[config.mk]
export PLATFORM = sky130hd
export DESIGN_NAME = bpm_top
export DESIGN_NICKNAME = d
export VERILOG_FILES = /design/src/verilog/bpm_sync.v /design/src/verilog/bpm_top.v
export VERILOG_INCLUDE_DIRS = /design/src /design/src/verilog
export SDC_FILE = /design/constraint.sdc
export NUM_CORES = 1
export LEC_CHECK = 0
export BUFFER_PORTS_ARGS = -buffer_cell sky130_fd_sc_hd__buf_2
export CAP_MARGIN = 20
export CELL_PAD_IN_SITES_DETAIL_PLACEMENT = 1
export CELL_PAD_IN_SITES_GLOBAL_PLACEMENT = 2
export CORE_MARGIN = 3
export CORE_UTILIZATION = 33
export CTS_CLUSTER_SIZE = 16
export DETAILED_ROUTE_END_ITERATION = 10
export HOLD_SLACK_MARGIN = 0.15
export PLACE_DENSITY_LB_ADDON = 0.1
export SLEW_MARGIN = 25
export SYNTH_ARGS = -nofsm -noshare
export SYNTH_HDL_FRONTEND = slang
export SYNTH_SLANG_ARGS = --single-unit
[constraint.sdc]
create_clock -name aclk -period 4.54 [get_ports aclk]
set_input_delay 0.227 -clock aclk [delete_from_list [all_inputs] [get_ports aclk]]
set_output_delay 0.227 -clock aclk [all_outputs]
set_load 0.1 [all_outputs]
[src/verilog/bpm_consts.vh]
// Constants for the bus-muxed bidirectional port block: register indices,
// bank codes, selector codes, reset values and configuration mode codes.
// Assumes it is included by bare name from the design files.
`ifndef BPM_CONSTS_VH
`define BPM_CONSTS_VH

// ----------------------------------------------------------------
// Register indices (byte address is four times the index)
// ----------------------------------------------------------------
`define BPM_IDX_BANK        8'h00
`define BPM_IDX_STATUS      8'h01
`define BPM_IDX_LOW_DIR     8'h10
`define BPM_IDX_CHG_DIR     8'h11
`define BPM_IDX_LOW_DATA    8'h11
`define BPM_IDX_CHG_DATA    8'h12
`define BPM_IDX_HIGH_DIR    8'h12
`define BPM_IDX_HIGH_DATA   8'h13

// ----------------------------------------------------------------
// Bank selector
// ----------------------------------------------------------------
`define BPM_BANK_W          4
`define BPM_BANK0           4'h0
`define BPM_BANK1           4'h1
`define BPM_BANK_RESET      4'h0

// ----------------------------------------------------------------
// Internal register selector codes
// ----------------------------------------------------------------
`define BPM_SEL_NONE        4'h0
`define BPM_SEL_BANK        4'h1
`define BPM_SEL_STAT        4'h2
`define BPM_SEL_LDIR        4'h3
`define BPM_SEL_LDAT        4'h4
`define BPM_SEL_CDIR        4'h5
`define BPM_SEL_CDAT        4'h6
`define BPM_SEL_HDIR        4'h7
`define BPM_SEL_HDAT        4'h8

// ----------------------------------------------------------------
// Reset values and field positions
// ----------------------------------------------------------------
`define BPM_DIR_RESET       8'hff
`define BPM_LATCH_POR       8'h00
`define BPM_STAT_BUS_BIT    0
`define BPM_STAT_MODE_LSB   1
`define BPM_STAT_MODE_MSB   2

// ----------------------------------------------------------------
// Configuration modes
// ----------------------------------------------------------------
`define BPM_MODE_MPU        2'b00
`define BPM_MODE_EXT_MCU    2'b01
`define BPM_MODE_MCU        2'b10
`define BPM_MODE_MCU_PROT   2'b11

// ----------------------------------------------------------------
// AXI responses and address split
// ----------------------------------------------------------------
`define BPM_ADDR_W          12
`define BPM_RESP_OKAY       2'b00
`define BPM_RESP_SLVERR     2'b10

`endif

[src/verilog/bpm_sync.v]
// Two-flop synchroniser for a bundle of asynchronous pin levels.
// Assumes each bit is an independent level; no multi-bit coherence given.
`timescale 1ns/1ps

module bpm_sync #(
   parameter W = 8
) (
   aclk,
   aresetn,
   async_in,
   sync_out
);
   input  wire         aclk;
   input  wire         aresetn;
   input  wire [W-1:0] async_in;
   output wire [W-1:0] sync_out;

   reg [W-1:0] meta_ff;
   reg [W-1:0] stable_ff;

   // ----------------------------------------------------------------
   // Synchroniser chain
   // ----------------------------------------------------------------
   // First stage feeds only the second stage
   always @(posedge aclk) begin
      if (!aresetn) begin
         meta_ff   <= {W{1'b0}};
         stable_ff <= {W{1'b0}};
      end else begin
         meta_ff   <= async_in;
         stable_ff <= meta_ff;
      end
   end

   assign sync_out = stable_ff;

endmodule // bpm_sync

[src/verilog/bpm_top.v]
// What this block does
// - Low-byte port: eight pins, latch, direction each
// - Low-byte direction one: pin input, driver off
// - Low-byte direction zero: pin drives latch
// - Low-byte data read pins, write latch
// - Bus mode: low pins carry bus bits 7:0
// - Processor/extended modes select bus, others GPIO
// - High-byte port: eight pins, latch, direction each
// - High-byte direction one: pin input
// - High-byte direction zero: pin drives latch
// - High-byte data read pins, write latch
// - Bus mode: high pins carry bus bits 15:8
// - Change-port direction resets to all ones
// - Latches undefined at power-on, kept otherwise
//
// Top of the bus-muxed port block: AXI4-Lite register slave, three
// 8-bit ports, pin muxing toward the external address/data bus.
// Assumes pins are asynchronous; bus drive signals come from logic on aclk.
//
// Register access over AXI4-Lite was chosen for this implementation.
`timescale 1ns/1ps
`include "bpm_consts.vh"

module bpm_top (
   input  wire                   aclk,
   input  wire                   aresetn,
   input  wire                   por_resetn,
   input  wire [1:0]             cfg_mode,
   input  wire [`BPM_ADDR_W-1:0] s_axi_awaddr,
   input  wire                   s_axi_awvalid,
   output wire                   s_axi_awready,
   input  wire [31:0]            s_axi_wdata,
   input  wire [3:0]             s_axi_wstrb,
   input  wire                   s_axi_wvalid,
   output wire                   s_axi_wready,
   output wire [1:0]             s_axi_bresp,
   output wire                   s_axi_bvalid,
   input  wire                   s_axi_bready,
   input  wire [`BPM_ADDR_W-1:0] s_axi_araddr,
   input  wire                   s_axi_arvalid,
   output wire                   s_axi_arready,
   output wire [31:0]            s_axi_rdata,
   output wire [1:0]             s_axi_rresp,
   output wire                   s_axi_rvalid,
   input  wire                   s_axi_rready,
   input  wire [7:0]             low_pin_in,
   output wire [7:0]             low_pin_out,
   output wire [7:0]             low_pin_oe_n,
   input  wire [7:0]             high_pin_in,
   output wire [7:0]             high_pin_out,
   output wire [7:0]             high_pin_oe_n,
   input  wire [7:0]             chg_pin_in,
   output wire [7:0]             chg_pin_out,
   output wire [7:0]             chg_pin_oe_n,
   input  wire [15:0]            bus_ad_drive,
   input  wire [15:0]            bus_ad_oe_n,
   output wire [15:0]            bus_ad_sampled,
   output wire                   bus_mode
);

   // ----------------------------------------------------------------
   // Decode and write-merge helpers
   // ----------------------------------------------------------------
   // Same decode serves reads and writes so both see one map
   function [3:0] reg_sel;
      input [7:0]             idx;
      input [`BPM_BANK_W-1:0] bank;
      begin
         reg_sel = `BPM_SEL_NONE;
         if (idx == `BPM_IDX_BANK)
            reg_sel = `BPM_SEL_BANK;
         else if (idx == `BPM_IDX_STATUS)
            reg_sel = `BPM_SEL_STAT;
         else if (bank == `BPM_BANK1) begin
            case (idx)
               `BPM_IDX_LOW_DIR:   reg_sel = `BPM_SEL_LDIR;
               `BPM_IDX_LOW_DATA:  reg_sel = `BPM_SEL_LDAT;
               `BPM_IDX_HIGH_DIR:  reg_sel = `BPM_SEL_HDIR;
               `BPM_IDX_HIGH_DATA: reg_sel = `BPM_SEL_HDAT;
               default:            reg_sel = `BPM_SEL_NONE;
            endcase
         end else if (bank == `BPM_BANK0) begin
            case (idx)
               `BPM_IDX_CHG_DIR:  reg_sel = `BPM_SEL_CDIR;
               `BPM_IDX_CHG_DATA: reg_sel = `BPM_SEL_CDAT;
               default:           reg_sel = `BPM_SEL_NONE;
            endcase
         end
      end
   endfunction

   // Only byte lane 0 carries register data
   function [7:0] merge_byte;
      input [7:0] old;
      input [7:0] data;
      input       lane_en;
      begin
         merge_byte = lane_en ? data : old;
      end
   endfunction

   // ----------------------------------------------------------------
   // Pin and configuration synchronisers
   // ----------------------------------------------------------------
   wire [25:0] pins_sync;

   bpm_sync #(
      .W (26)
   ) u_sync (
      .aclk     (aclk),
      .aresetn  (aresetn),
      .async_in ({cfg_mode, chg_pin_in, high_pin_in, low_pin_in}),
      .sync_out (pins_sync)
   );

   wire [7:0] low_lvl  = pins_sync[7:0];
   wire [7:0] high_lvl = pins_sync[15:8];
   wire [7:0] chg_lvl  = pins_sync[23:16];
   wire [1:0] cfg_lvl  = pins_sync[25:24];

   // ----------------------------------------------------------------
   // State
   // ----------------------------------------------------------------
   reg [`BPM_BANK_W-1:0] bank_ff;
   reg [1:0]             mode_ff, sync_age_ff, bresp_ff, rresp_ff;
   reg                   mode_taken_ff, bus_mode_ff;
   reg [7:0]             low_dir_ff, high_dir_ff, chg_dir_ff;
   reg [7:0]             low_latch_ff, high_latch_ff, chg_latch_ff;
   reg [7:0]             low_out_ff, high_out_ff, chg_out_ff;
   reg [7:0]             low_oe_n_ff, high_oe_n_ff, chg_oe_n_ff;
   reg [7:0]             aw_idx_ff, w_data_ff;
   reg [15:0]            bus_samp_ff;
   reg [31:0]            rdata_ff;
   reg                   aw_hold_ff, w_hold_ff, w_lane_ff, bvalid_ff;
   reg                   awready_ff, wready_ff, arready_ff, rvalid_ff;

   // ----------------------------------------------------------------
   // Configuration mode capture
   // ----------------------------------------------------------------
   // Mode is a strap: caught once, after the synchroniser has settled
   // past reset release, so a late strap edge cannot flip the bus mid-run
   always @(posedge aclk) begin
      if (!aresetn) begin
         sync_age_ff   <= 2'd0;
         mode_taken_ff <= 1'b0;
         mode_ff       <= `BPM_MODE_MCU;
         bus_mode_ff   <= 1'b0;
      end else begin
         if (sync_age_ff != 2'd2)
            sync_age_ff <= sync_age_ff + 2'd1;
         else if (!mode_taken_ff) begin
            mode_taken_ff <= 1'b1;
            mode_ff       <= cfg_lvl;
            bus_mode_ff   <= (cfg_lvl == `BPM_MODE_MPU) ||
                             (cfg_lvl == `BPM_MODE_EXT_MCU);
         end
      end
   end

   // ----------------------------------------------------------------
   // AXI write channel
   // ----------------------------------------------------------------
   wire       aw_fire  = s_axi_awvalid && awready_ff;
   wire       w_fire   = s_axi_wvalid && wready_ff;
   wire       b_fire   = bvalid_ff && s_axi_bready;
   wire       wr_go    = aw_hold_ff && w_hold_ff && !bvalid_ff;
   wire [3:0] wr_sel   = reg_sel(aw_idx_ff, bank_ff);
   wire       nxt_aw_hold = wr_go ? 1'b0 : (aw_hold_ff || aw_fire);
   wire       nxt_w_hold  = wr_go ? 1'b0 : (w_hold_ff || w_fire);
   wire       nxt_bvalid  = wr_go ? 1'b1 : (bvalid_ff && !b_fire);

   // Address and data are taken in either order; the write lands once
   // both are held and the previous response has gone
   always @(posedge aclk) begin
      if (!aresetn) begin
         aw_hold_ff <= 1'b0;
         aw_idx_ff  <= 8'h00;
         w_hold_ff  <= 1'b0;
         w_data_ff  <= 8'h00;
         w_lane_ff  <= 1'b0;
         bvalid_ff  <= 1'b0;
         bresp_ff   <= `BPM_RESP_OKAY;
         awready_ff <= 1'b0;
         wready_ff  <= 1'b0;
      end else begin
         if (aw_fire)
            aw_idx_ff <= s_axi_awaddr[9:2];
         if (w_fire) begin
            w_data_ff <= s_axi_wdata[7:0];
            w_lane_ff <= s_axi_wstrb[0];
         end
         if (wr_go)
            bresp_ff <= (wr_sel == `BPM_SEL_NONE) ? `BPM_RESP_SLVERR : `BPM_RESP_OKAY;
         aw_hold_ff <= nxt_aw_hold;
         w_hold_ff  <= nxt_w_hold;
         bvalid_ff  <= nxt_bvalid;
         awready_ff <= !nxt_aw_hold && !nxt_bvalid;
         wready_ff  <= !nxt_w_hold && !nxt_bvalid;
      end
   end

   // ----------------------------------------------------------------
   // Bank selector and direction registers
   // ----------------------------------------------------------------
   // Only aresetn reloads directions (por_resetn does not), so all pins start as inputs
   always @(posedge aclk) begin
      if (!aresetn) begin
         bank_ff     <= `BPM_BANK_RESET;
         low_dir_ff  <= `BPM_DIR_RESET;
         high_dir_ff <= `BPM_DIR_RESET;
         chg_dir_ff  <= `BPM_DIR_RESET;
      end else if (wr_go) begin
         case (wr_sel)
            `BPM_SEL_BANK: bank_ff     <= w_lane_ff ? w_data_ff[`BPM_BANK_W-1:0] : bank_ff;
            `BPM_SEL_LDIR: low_dir_ff  <= merge_byte(low_dir_ff, w_data_ff, w_lane_ff);
            `BPM_SEL_HDIR: high_dir_ff <= merge_byte(high_dir_ff, w_data_ff, w_lane_ff);
            `BPM_SEL_CDIR: chg_dir_ff  <= merge_byte(chg_dir_ff, w_data_ff, w_lane_ff);
            default:       bank_ff     <= bank_ff;
         endcase
      end
   end

   // ----------------------------------------------------------------
   // Output latches
   // ----------------------------------------------------------------
   // Latches ignore aresetn so pin and watchdog resets keep them; only
   // power-on clears them, zero standing in for an unknown value
   always @(posedge aclk) begin
      if (!por_resetn) begin
         low_latch_ff  <= `BPM_LATCH_POR;
         high_latch_ff <= `BPM_LATCH_POR;
         chg_latch_ff  <= `BPM_LATCH_POR;
      end else if (wr_go) begin
         case (wr_sel)
            `BPM_SEL_LDAT: low_latch_ff  <= merge_byte(low_latch_ff, w_data_ff, w_lane_ff);
            `BPM_SEL_HDAT: high_latch_ff <= merge_byte(high_latch_ff, w_data_ff, w_lane_ff);
            `BPM_SEL_CDAT: chg_latch_ff  <= merge_byte(chg_latch_ff, w_data_ff, w_lane_ff);
            default:       low_latch_ff  <= low_latch_ff;
         endcase
      end
   end

   // ----------------------------------------------------------------
   // AXI read channel
   // ----------------------------------------------------------------
   wire       ar_fire = s_axi_arvalid && arready_ff;
   wire       r_fire  = rvalid_ff && s_axi_rready;
   wire [3:0] rd_sel  = reg_sel(s_axi_araddr[9:2], bank_ff);
   wire       nxt_rvalid = ar_fire ? 1'b1 : (rvalid_ff && !r_fire);
   reg  [7:0] rd_byte;

   // Data registers return pin levels, not latch contents
   always @* begin
      rd_byte = 8'h00;
      case (rd_sel)
         `BPM_SEL_BANK: rd_byte = {4'h0, bank_ff};
         `BPM_SEL_STAT: rd_byte = {5'h00, mode_ff, bus_mode_ff};
         `BPM_SEL_LDIR: rd_byte = low_dir_ff;
         `BPM_SEL_LDAT: rd_byte = low_lvl;
         `BPM_SEL_HDIR: rd_byte = high_dir_ff;
         `BPM_SEL_HDAT: rd_byte = high_lvl;
         `BPM_SEL_CDIR: rd_byte = chg_dir_ff;
         `BPM_SEL_CDAT: rd_byte = chg_lvl;
         default:       rd_byte = 8'h00;
      endcase
   end

   // One read in flight; next address accepted after rdata is taken
   always @(posedge aclk) begin
      if (!aresetn) begin
         rvalid_ff  <= 1'b0;
         rdata_ff   <= 32'h0000_0000;
         rresp_ff   <= `BPM_RESP_OKAY;
         arready_ff <= 1'b0;
      end else begin
         if (ar_fire) begin
            rdata_ff <= {24'h00_0000, rd_byte};
            rresp_ff <= (rd_sel == `BPM_SEL_NONE) ? `BPM_RESP_SLVERR : `BPM_RESP_OKAY;
         end
         rvalid_ff  <= nxt_rvalid;
         arready_ff <= !nxt_rvalid;
      end
   end

   // ----------------------------------------------------------------
   // Pin drivers
   // ----------------------------------------------------------------
   // In bus mode the low and high latch and direction bits are bypassed (the
   // change port stays on its own); they keep their values so a later GPIO phase resumes cleanly
   always @(posedge aclk) begin
      if (!aresetn) begin
         low_out_ff   <= 8'h00;
         low_oe_n_ff  <= 8'hff;
         high_out_ff  <= 8'h00;
         high_oe_n_ff <= 8'hff;
         chg_out_ff   <= 8'h00;
         chg_oe_n_ff  <= 8'hff;
         bus_samp_ff  <= 16'h0000;
      end else begin
         if (bus_mode_ff) begin
            low_out_ff   <= bus_ad_drive[7:0];
            low_oe_n_ff  <= bus_ad_oe_n[7:0];
            high_out_ff  <= bus_ad_drive[15:8];
            high_oe_n_ff <= bus_ad_oe_n[15:8];
         end else begin
            low_out_ff   <= low_latch_ff;
            low_oe_n_ff  <= low_dir_ff;
            high_out_ff  <= high_latch_ff;
            high_oe_n_ff <= high_dir_ff;
         end
         chg_out_ff  <= chg_latch_ff;
         chg_oe_n_ff <= chg_dir_ff;
         bus_samp_ff <= {high_lvl, low_lvl};
      end
   end

   // ----------------------------------------------------------------
   // Output assignments
   // ----------------------------------------------------------------
   assign s_axi_awready  = awready_ff;
   assign s_axi_wready   = wready_ff;
   assign s_axi_bresp    = bresp_ff;
   assign s_axi_bvalid   = bvalid_ff;
   assign s_axi_arready  = arready_ff;
   assign s_axi_rdata    = rdata_ff;
   assign s_axi_rresp    = rresp_ff;
   assign s_axi_rvalid   = rvalid_ff;
   assign low_pin_out    = low_out_ff;
   assign low_pin_oe_n   = low_oe_n_ff;
   assign high_pin_out   = high_out_ff;
   assign high_pin_oe_n  = high_oe_n_ff;
   assign chg_pin_out    = chg_out_ff;
   assign chg_pin_oe_n   = chg_oe_n_ff;
   assign bus_ad_sampled = bus_samp_ff;
   assign bus_mode       = bus_mode_ff;

endmodule // bpm_top
==> results_dict.tcl, run 1 <==
set metrics [dict create \
    status "completed" \
    cts_made_buffers 24 \
    grt_max_degree 118 \
    synth-main-ff-cell "dfxtp_1" \
    r2r_cells 5 \
    die_x_um 158.2 \
    synth-edff-count 0 \
    synth_cells 749 \
    layout_commonest_cell "dfxtp_1" \
    vias 5879 \
    synth_cell_types 56 \
    gp_congestion 0.7435 \
    worstReg2RegStart "aw_idx_ff[3]$_SDFFE_PN0P_" \
    cts_max_level 1 \
    crit_arrival_ps 2760 \
    wire_per_inst_um 15.76 \
    place_area_um2 8572 \
    place_inst 1160 \
    crit_family "simple AND/OR/NAND/NOR gates" \
    rows 55 \
    worstPathRequired_ps 4880 \
    fp.dieH_um 158.2 \
    cap_viol_max_count 0 \
    synth_area_leaders "dfxtp_1 54%, mux2i_1 11%, and2_1 6.8%" \
    period_share 0.5340 \
    post_cts_buffers 0 \
    startpoint_type "flop" \
    ios 232 \
    layout_common_cells "207 x dfxtp_1, 169 x buf_2, 128 x nand2_1" \
    port_buffers 170 \
    cp_slowest_cell "or4_4" \
    worst_pin_slew_ps 952.4 \
    syn_area_um2 7641 \
    drive_gt1_frac 0.2329 \
    drt_iter0_markers 146 \
    grt_pass1_wl_mm 31.46 \
    avgSynthCellArea_um2 10.20 \
    finClkSkew_ps 14.13 \
    drtPass1Iterations 4 \
    remaining_drc_errors 0 \
    wirelength_mm 20.14 \
    min_to "s_axi_rvalid$_SDFF_PN0_" \
    setup_tns_ps 0 \
    seq_area_frac_synth 0.5449 \
    grt.total_usage 0.1574 \
    via_per_inst 4.600 \
    power_density_nw_per_um2 463.0 \
    ff2ff_setup_slack_ps 2120 \
    worstReg2RegEnd "high_dir_ff[2]$_SDFFE_PN1P_" \
    synth_top_area_frac 0.5449 \
    ctsResizeCount 0 \
    cts_tree "yes" \
    grt_pass1_vias 6016 \
    slew_headroom 0.3651 \
    holdPathStages 3 \
    critPathMaxStageDelay_ps 580 \
    area_delta_synth_final_pct 33.36 \
    leakage_nw 4.372 \
    cts_buffer_depth 3 \
    nets 1105 \
    yosys_warnings 0 \
    rsz0062_at_grt "no" \
    fin_cells 1278 \
    coreArea_um2 22710 \
    fin_area_um2 10190 \
    ir_worst_vdd_mv 0.3010 \
    critPathCaptureType "flop" \
    postCtsHoldBufs 77 \
    clkTransAtPathRegs_ps 60 \
    worstHoldStart "s_axi_arvalid" \
    setup_viol 0 \
    insertion_delay_ps 510 \
    ant_nets 0 \
    crit_chain "or4_4, nor4_4, nand4b_1, mux2i_1, nand2_1" \
    yosys.area.top_type "dfxtp_1" \
    dp_hpwl_mm 13.86 \
    drv_slew 0 \
    cp_max_fo 8 \
    globalRouteOverflowTotal 0 \
    dieArea_um2 25020 \
    min_path_type "input pin to flop" \
    cts_sinks 208 \
    hold_viol 0 \
    fin_crit_ps 2425 \
    num-fill-cells 2570 \
    critPathBufInv 0 \
    antenna_found_initial 2 \
    cts-root-buf "clkbuf_16" \
    synth_seq_cells 208 \
    crit_type "flop to flop" \
    clock.fmax_mhz 412.4 \
    async_flop_share 0 \
    start_util 0.3365 \
]
-- through the flow --
| step | util | total power [mW] | worst slack [ps] | hold slack [ps] |
|---|---|---|---|---|
| 2_1_floorplan | - | 2.573 | 2354 | 354.3 |
| 3_3_place_gp | 0.3775 | 2.678 | 2101 | 415.4 |
| 3_5_place_dp | 0.3775 | 2.695 | 2057 | 420.6 |
| 4_1_cts | 0.4485 | 4.786 | 2045 | 164.2 |
| 5_1_grt | 0.4487 | 4.912 | 1943 | 219.1 |
| 6_report | 0.4487 | 4.718 | 2115 | 156.6 |
-- power breakdown --
part / internal (mW) / leakage [nW] / total [mW] / switching, mW
clock: 1.29 / 0.415 / 2.02 / 0.727
sequential: 1.91 / 1.70 / 1.99 / 0.0844
combinational: 0.211 / 2.26 / 0.706 / 0.496
-- worst max-delay path by stage --
| stage | start | endpoint | slack [ps] | cells after the start |
|---|---|---|---|---|
| finish | aw_idx_ff[3]$_SDFFE_PN0P_ | high_dir_ff[2]$_SDFFE_PN1P_ | 2120 | 5 |
| global route | aw_idx_ff[3]$_SDFFE_PN0P_ | high_dir_ff[2]$_SDFFE_PN1P_ | 1940 | 5 |
| CTS | aw_idx_ff[3]$_SDFFE_PN0P_ | high_dir_ff[7]$_SDFFE_PN1P_ | 2040 | 5 |
| detailed placement | aw_idx_ff[3]$_SDFFE_PN0P_ | high_dir_ff[7]$_SDFFE_PN1P_ | 2060 | 5 |
| global placement | aw_idx_ff[3]$_SDFFE_PN0P_ | high_dir_ff[6]$_SDFFE_PN1P_ | 2100 | 5 |
| floorplan | s_axi_bvalid$_SDFF_PN0_ | chg_dir_ff[0]$_SDFFE_PN1P_ | 2350 | 6 |
-- worst min-delay path, delay by kind of cell --
family | cells | cell delay (ps)
AO/OA/AOI/OAI | 1 | 120
buffers and inverters | 1 | 100
AND/OR/NAND/NOR | 1 | 180
-- cells in the mapped netlist (all sizes together) (4+ instances only) --
library cell	number
mux2	8
dfxtp	208
o21ai	22
nor2b	27
a21oi	4
nand3	13
a32oi	4
nand2b	13
mux2i	84
nor2	10
a22oi	7
a21boi	20
buf	38
clkbuf	33
and2	85
nand2	128
-- final cells by class --
type	count	area, µm²	area share
clock inverter	4	95.09	0.009332
inverter	2	7.507	0.0007367
timing repair buffer	249	1639	0.1609
antenna	1	2.502	0.0002456
multi-input combinational	493	3174	0.3115
clock buffer	36	747.0	0.07331
tap	285	356.6	0.03499
sequential	208	4168	0.4090
-- cell families after synthesis --
group | count (synthesis) | synth area share
muxes | 92 | 0.1218
DFF | 208 | 0.5449
AOI/OAI and AO/OA | 75 | 0.06877
other | 1 | 0.0004908
buffers and inverters | 73 | 0.05273
and+or+nand+nor | 298 | 0.2085
xor gates and xnor gates | 1 | 0.001146
adders and majority gates | 1 | 0.001637
-- layer usage --
layer  share of wire  track usage
met5         0.00060            0
met4           0.029      0.04998
met3           0.060      0.03609
met2            0.47       0.2653
met1            0.44       0.2003
No activity file was read; power rests on OpenSTA's default activity.
==> run 2, diff against run 1 <==
- ABC_AREA: default -> 1
- CORE_UTILIZATION: 33 -> 25
- clock period: 4.54 -> 2.15 ns (I/O delays scaled with it)
==> run 2 against run 1 <==
Non-clock buffer count increased by 35; synthesized area decreased by 1.1%; clock skew decreased by 7.0 ps; critical endpoint is now s_axi_rdata[2]$_SDFFE_PN0P_; count of clock-buffer cells in the layout unchanged.
==> results_dict.tcl, run 2 <==
set metrics [dict create \
    cts-root-buf "clkbuf_16" \
    wire_per_inst_um 14.23 \
    crit_arrival_ps 2280 \
    cp_max_fo 9 \
    synth_area_leaders "dfxtp_1 55%, nand2_1 13%, inv_1 6.4%" \
    final_util 0.3550 \
    clock.fmax_mhz 522.5 \
    hold_viol 0 \
    crit_type "flop to flop" \
    rows 63 \
    coreArea_um2 29720 \
    period_share 0.8902 \
    dr_wl_met2_mm 10.17 \
    vias 6764 \
    port_buffers 170 \
    via_per_inst 4.104 \
    fin_cells 1648 \
    num_antenna_cells 0 \
    status "completed" \
    insertion_delay_ps 510 \
    setup_viol 0 \
    slew_headroom 0.5100 \
    ir_worst_vdd_mv 0.4345 \
    critPathCaptureType "flop" \
    min_path_type "input pin to flop" \
    synth_cells 967 \
    worstPathRequired_ps 2520 \
    clkTransAtPathRegs_ps 60 \
    synth_top_area_frac 0.5508 \
    synth_seq_cells 208 \
    yosys.area.top_type "dfxtp_1" \
    grt_pass1_vias 6974 \
    grt_pass1_wl_mm 37.43 \
    cts_buffer_depth 3 \
    gp_congestion 0.7622 \
    highest_layer "met5" \
    leakage_nw 5.381 \
    syn_area_um2 7560 \
    synthXorXnorAreaFrac 0 \
    cts_sinks 208 \
    drv_slew 0 \
    globalRouteOverflowTotal 0 \
    worst_pin_slew_ps 730.5 \
    drtPass1Iterations 5 \
    grt.total_usage 0.1413 \
    final-seq-area_um2 4164 \
    die_x_um 179.9 \
    dp_hpwl_mm 16.60 \
    nets 1370 \
    grt_max_degree 70 \
    layout_common_cells "256 x nand2_1, 208 x dfxtp_1, 169 x buf_2" \
    startpoint_type "flop" \
    area_delta_synth_final_pct 39.54 \
    wl_met1_mm 11.59 \
    start_util 0.2544 \
    synth_cell_types 29 \
    ant_nets 0 \
    cts_made_buffers 25 \
    remaining_drc_errors 0 \
    met3_length_mm 1.245 \
    cts_max_level 1 \
    place_area_um2 8741 \
    async_flop_share 0 \
    dieArea_um2 32360 \
    drive_gt1_frac 0.1916 \
    fin_crit_ps 1914 \
    power_density_nw_per_um2 978.0 \
    synth_common_cells "256 x nand2_1, 208 x dfxtp_1, 129 x inv_1" \
    synth.most_common_cell "nand2_1" \
    synthSimpleGateAreaFrac 0.2281 \
    synth_top_family_by_area "simple AND/OR/NAND/NOR gates" \
    cts_tree "yes" \
    seq_area_frac_synth 0.5508 \
    wirelength_mm 23.45 \
    drt_iter0_markers 266 \
    place_inst 1502 \
    synth-edff-count 0 \
    synth_mux_area_frac 0 \
    layout_commonest_cell "nand2_1" \
    antenna_found_initial 1 \
    multi_input_area_um2 2635 \
    fin_area_um2 10550 \
    avgSynthCellArea_um2 7.818 \
    finClkSkew_ps 7.126 \
    yosys_warnings 0 \
    synth-main-ff-cell "dfxtp_1" \
    power_mw 10.32 \
    yosys.area_share.adder 0.001655 \
    rsz0062_at_grt "yes" \
    num-fill-cells 3599 \
    ios 232 \
    fp.dieH_um 179.9 \
    synth_compound_area_frac 0.1053 \
    cap_viol_max_count 0 \
]
[run 2: per-layer routing]
layer,track usage,up-vias
li1,-,3506
met1,0.1933,3072
met2,0.2308,152
met3,0.02954,32
met4,0.03094,2
met5,0,-
[run 2: critical path, cell delays in order, from the launching register on]
cell and delay, ps:
dfxtp_1 380, inv_1 60, nand2_1 120, nor2_2 90, nand3_1 220, nand3_1 130, nor2_2 320, nand3_1 120
nand2_1 110, inv_2 80, nand2_1 80, a21oi_1 60
[run 2: what timing repair did]
item                                   4_1_cts  5_1_grt
gates resized for setup                      0        1
setup buffers                                0        0
setup endpoints to repair                    0       13
hold buffers                               104        0
endpoints found under the hold margin      151        0
[run 2: final cells by class]
cell class	count	share of cell area
inverters	138	0.04910
well taps	390	0.04626
clock inverters	6	0.005219
flip-flops and latches	208	0.3947
repair buffers	284	0.1879
multi-input cells	586	0.2498
clock buffers	36	0.06701
[run 2: path summary, 6_finish.rpt]
check             slack, ps  depth (start not counted)                     startpoint                              to
setup / recovery        240                         11        bank_ff[3]$_SDFFE_PN0P_     s_axi_rdata[2]$_SDFFE_PN0P_
hold / removal          170                          6                s_axi_araddr[2]     s_axi_rdata[3]$_SDFFE_PN0P_
setup reg to reg        240                         11        bank_ff[3]$_SDFFE_PN0P_     s_axi_rdata[2]$_SDFFE_PN0P_
hold reg to reg         410                          2  u_sync.meta_ff[25]$_SDFF_PN0_  u_sync.sync_out[25]$_SDFF_PN0_
[run 2: through the flow]
stage / worst slack (ps) / setup TNS (ps) / hold WS, ps
after floorplan: 169.7 / 0 / 205.1
after global placement: 222.9 / 0 / 289.8
after detailed placement: 202.3 / 0 / 295.3
after CTS: 183.4 / 0 / 164.5
after global routing: -46.52 / -81.27 / 199.9
final: 236.1 / 0 / 170.9
[run 2: power breakdown]
group / total [mW] / internal, mW / switching (mW)
clock network: 3.97 / 2.38 / 1.59
registers: 4.17 / 4.09 / 0.0801
logic: 2.19 / 0.484 / 1.70
total: 10.3 / 6.95 / 3.37
[run 2: kinds of logic after synthesis]
family          Yosys count
simple gates            417
flops                   208
buf+inv                 198
compound gates          142
fa+ha+maj                 1
other cells               1
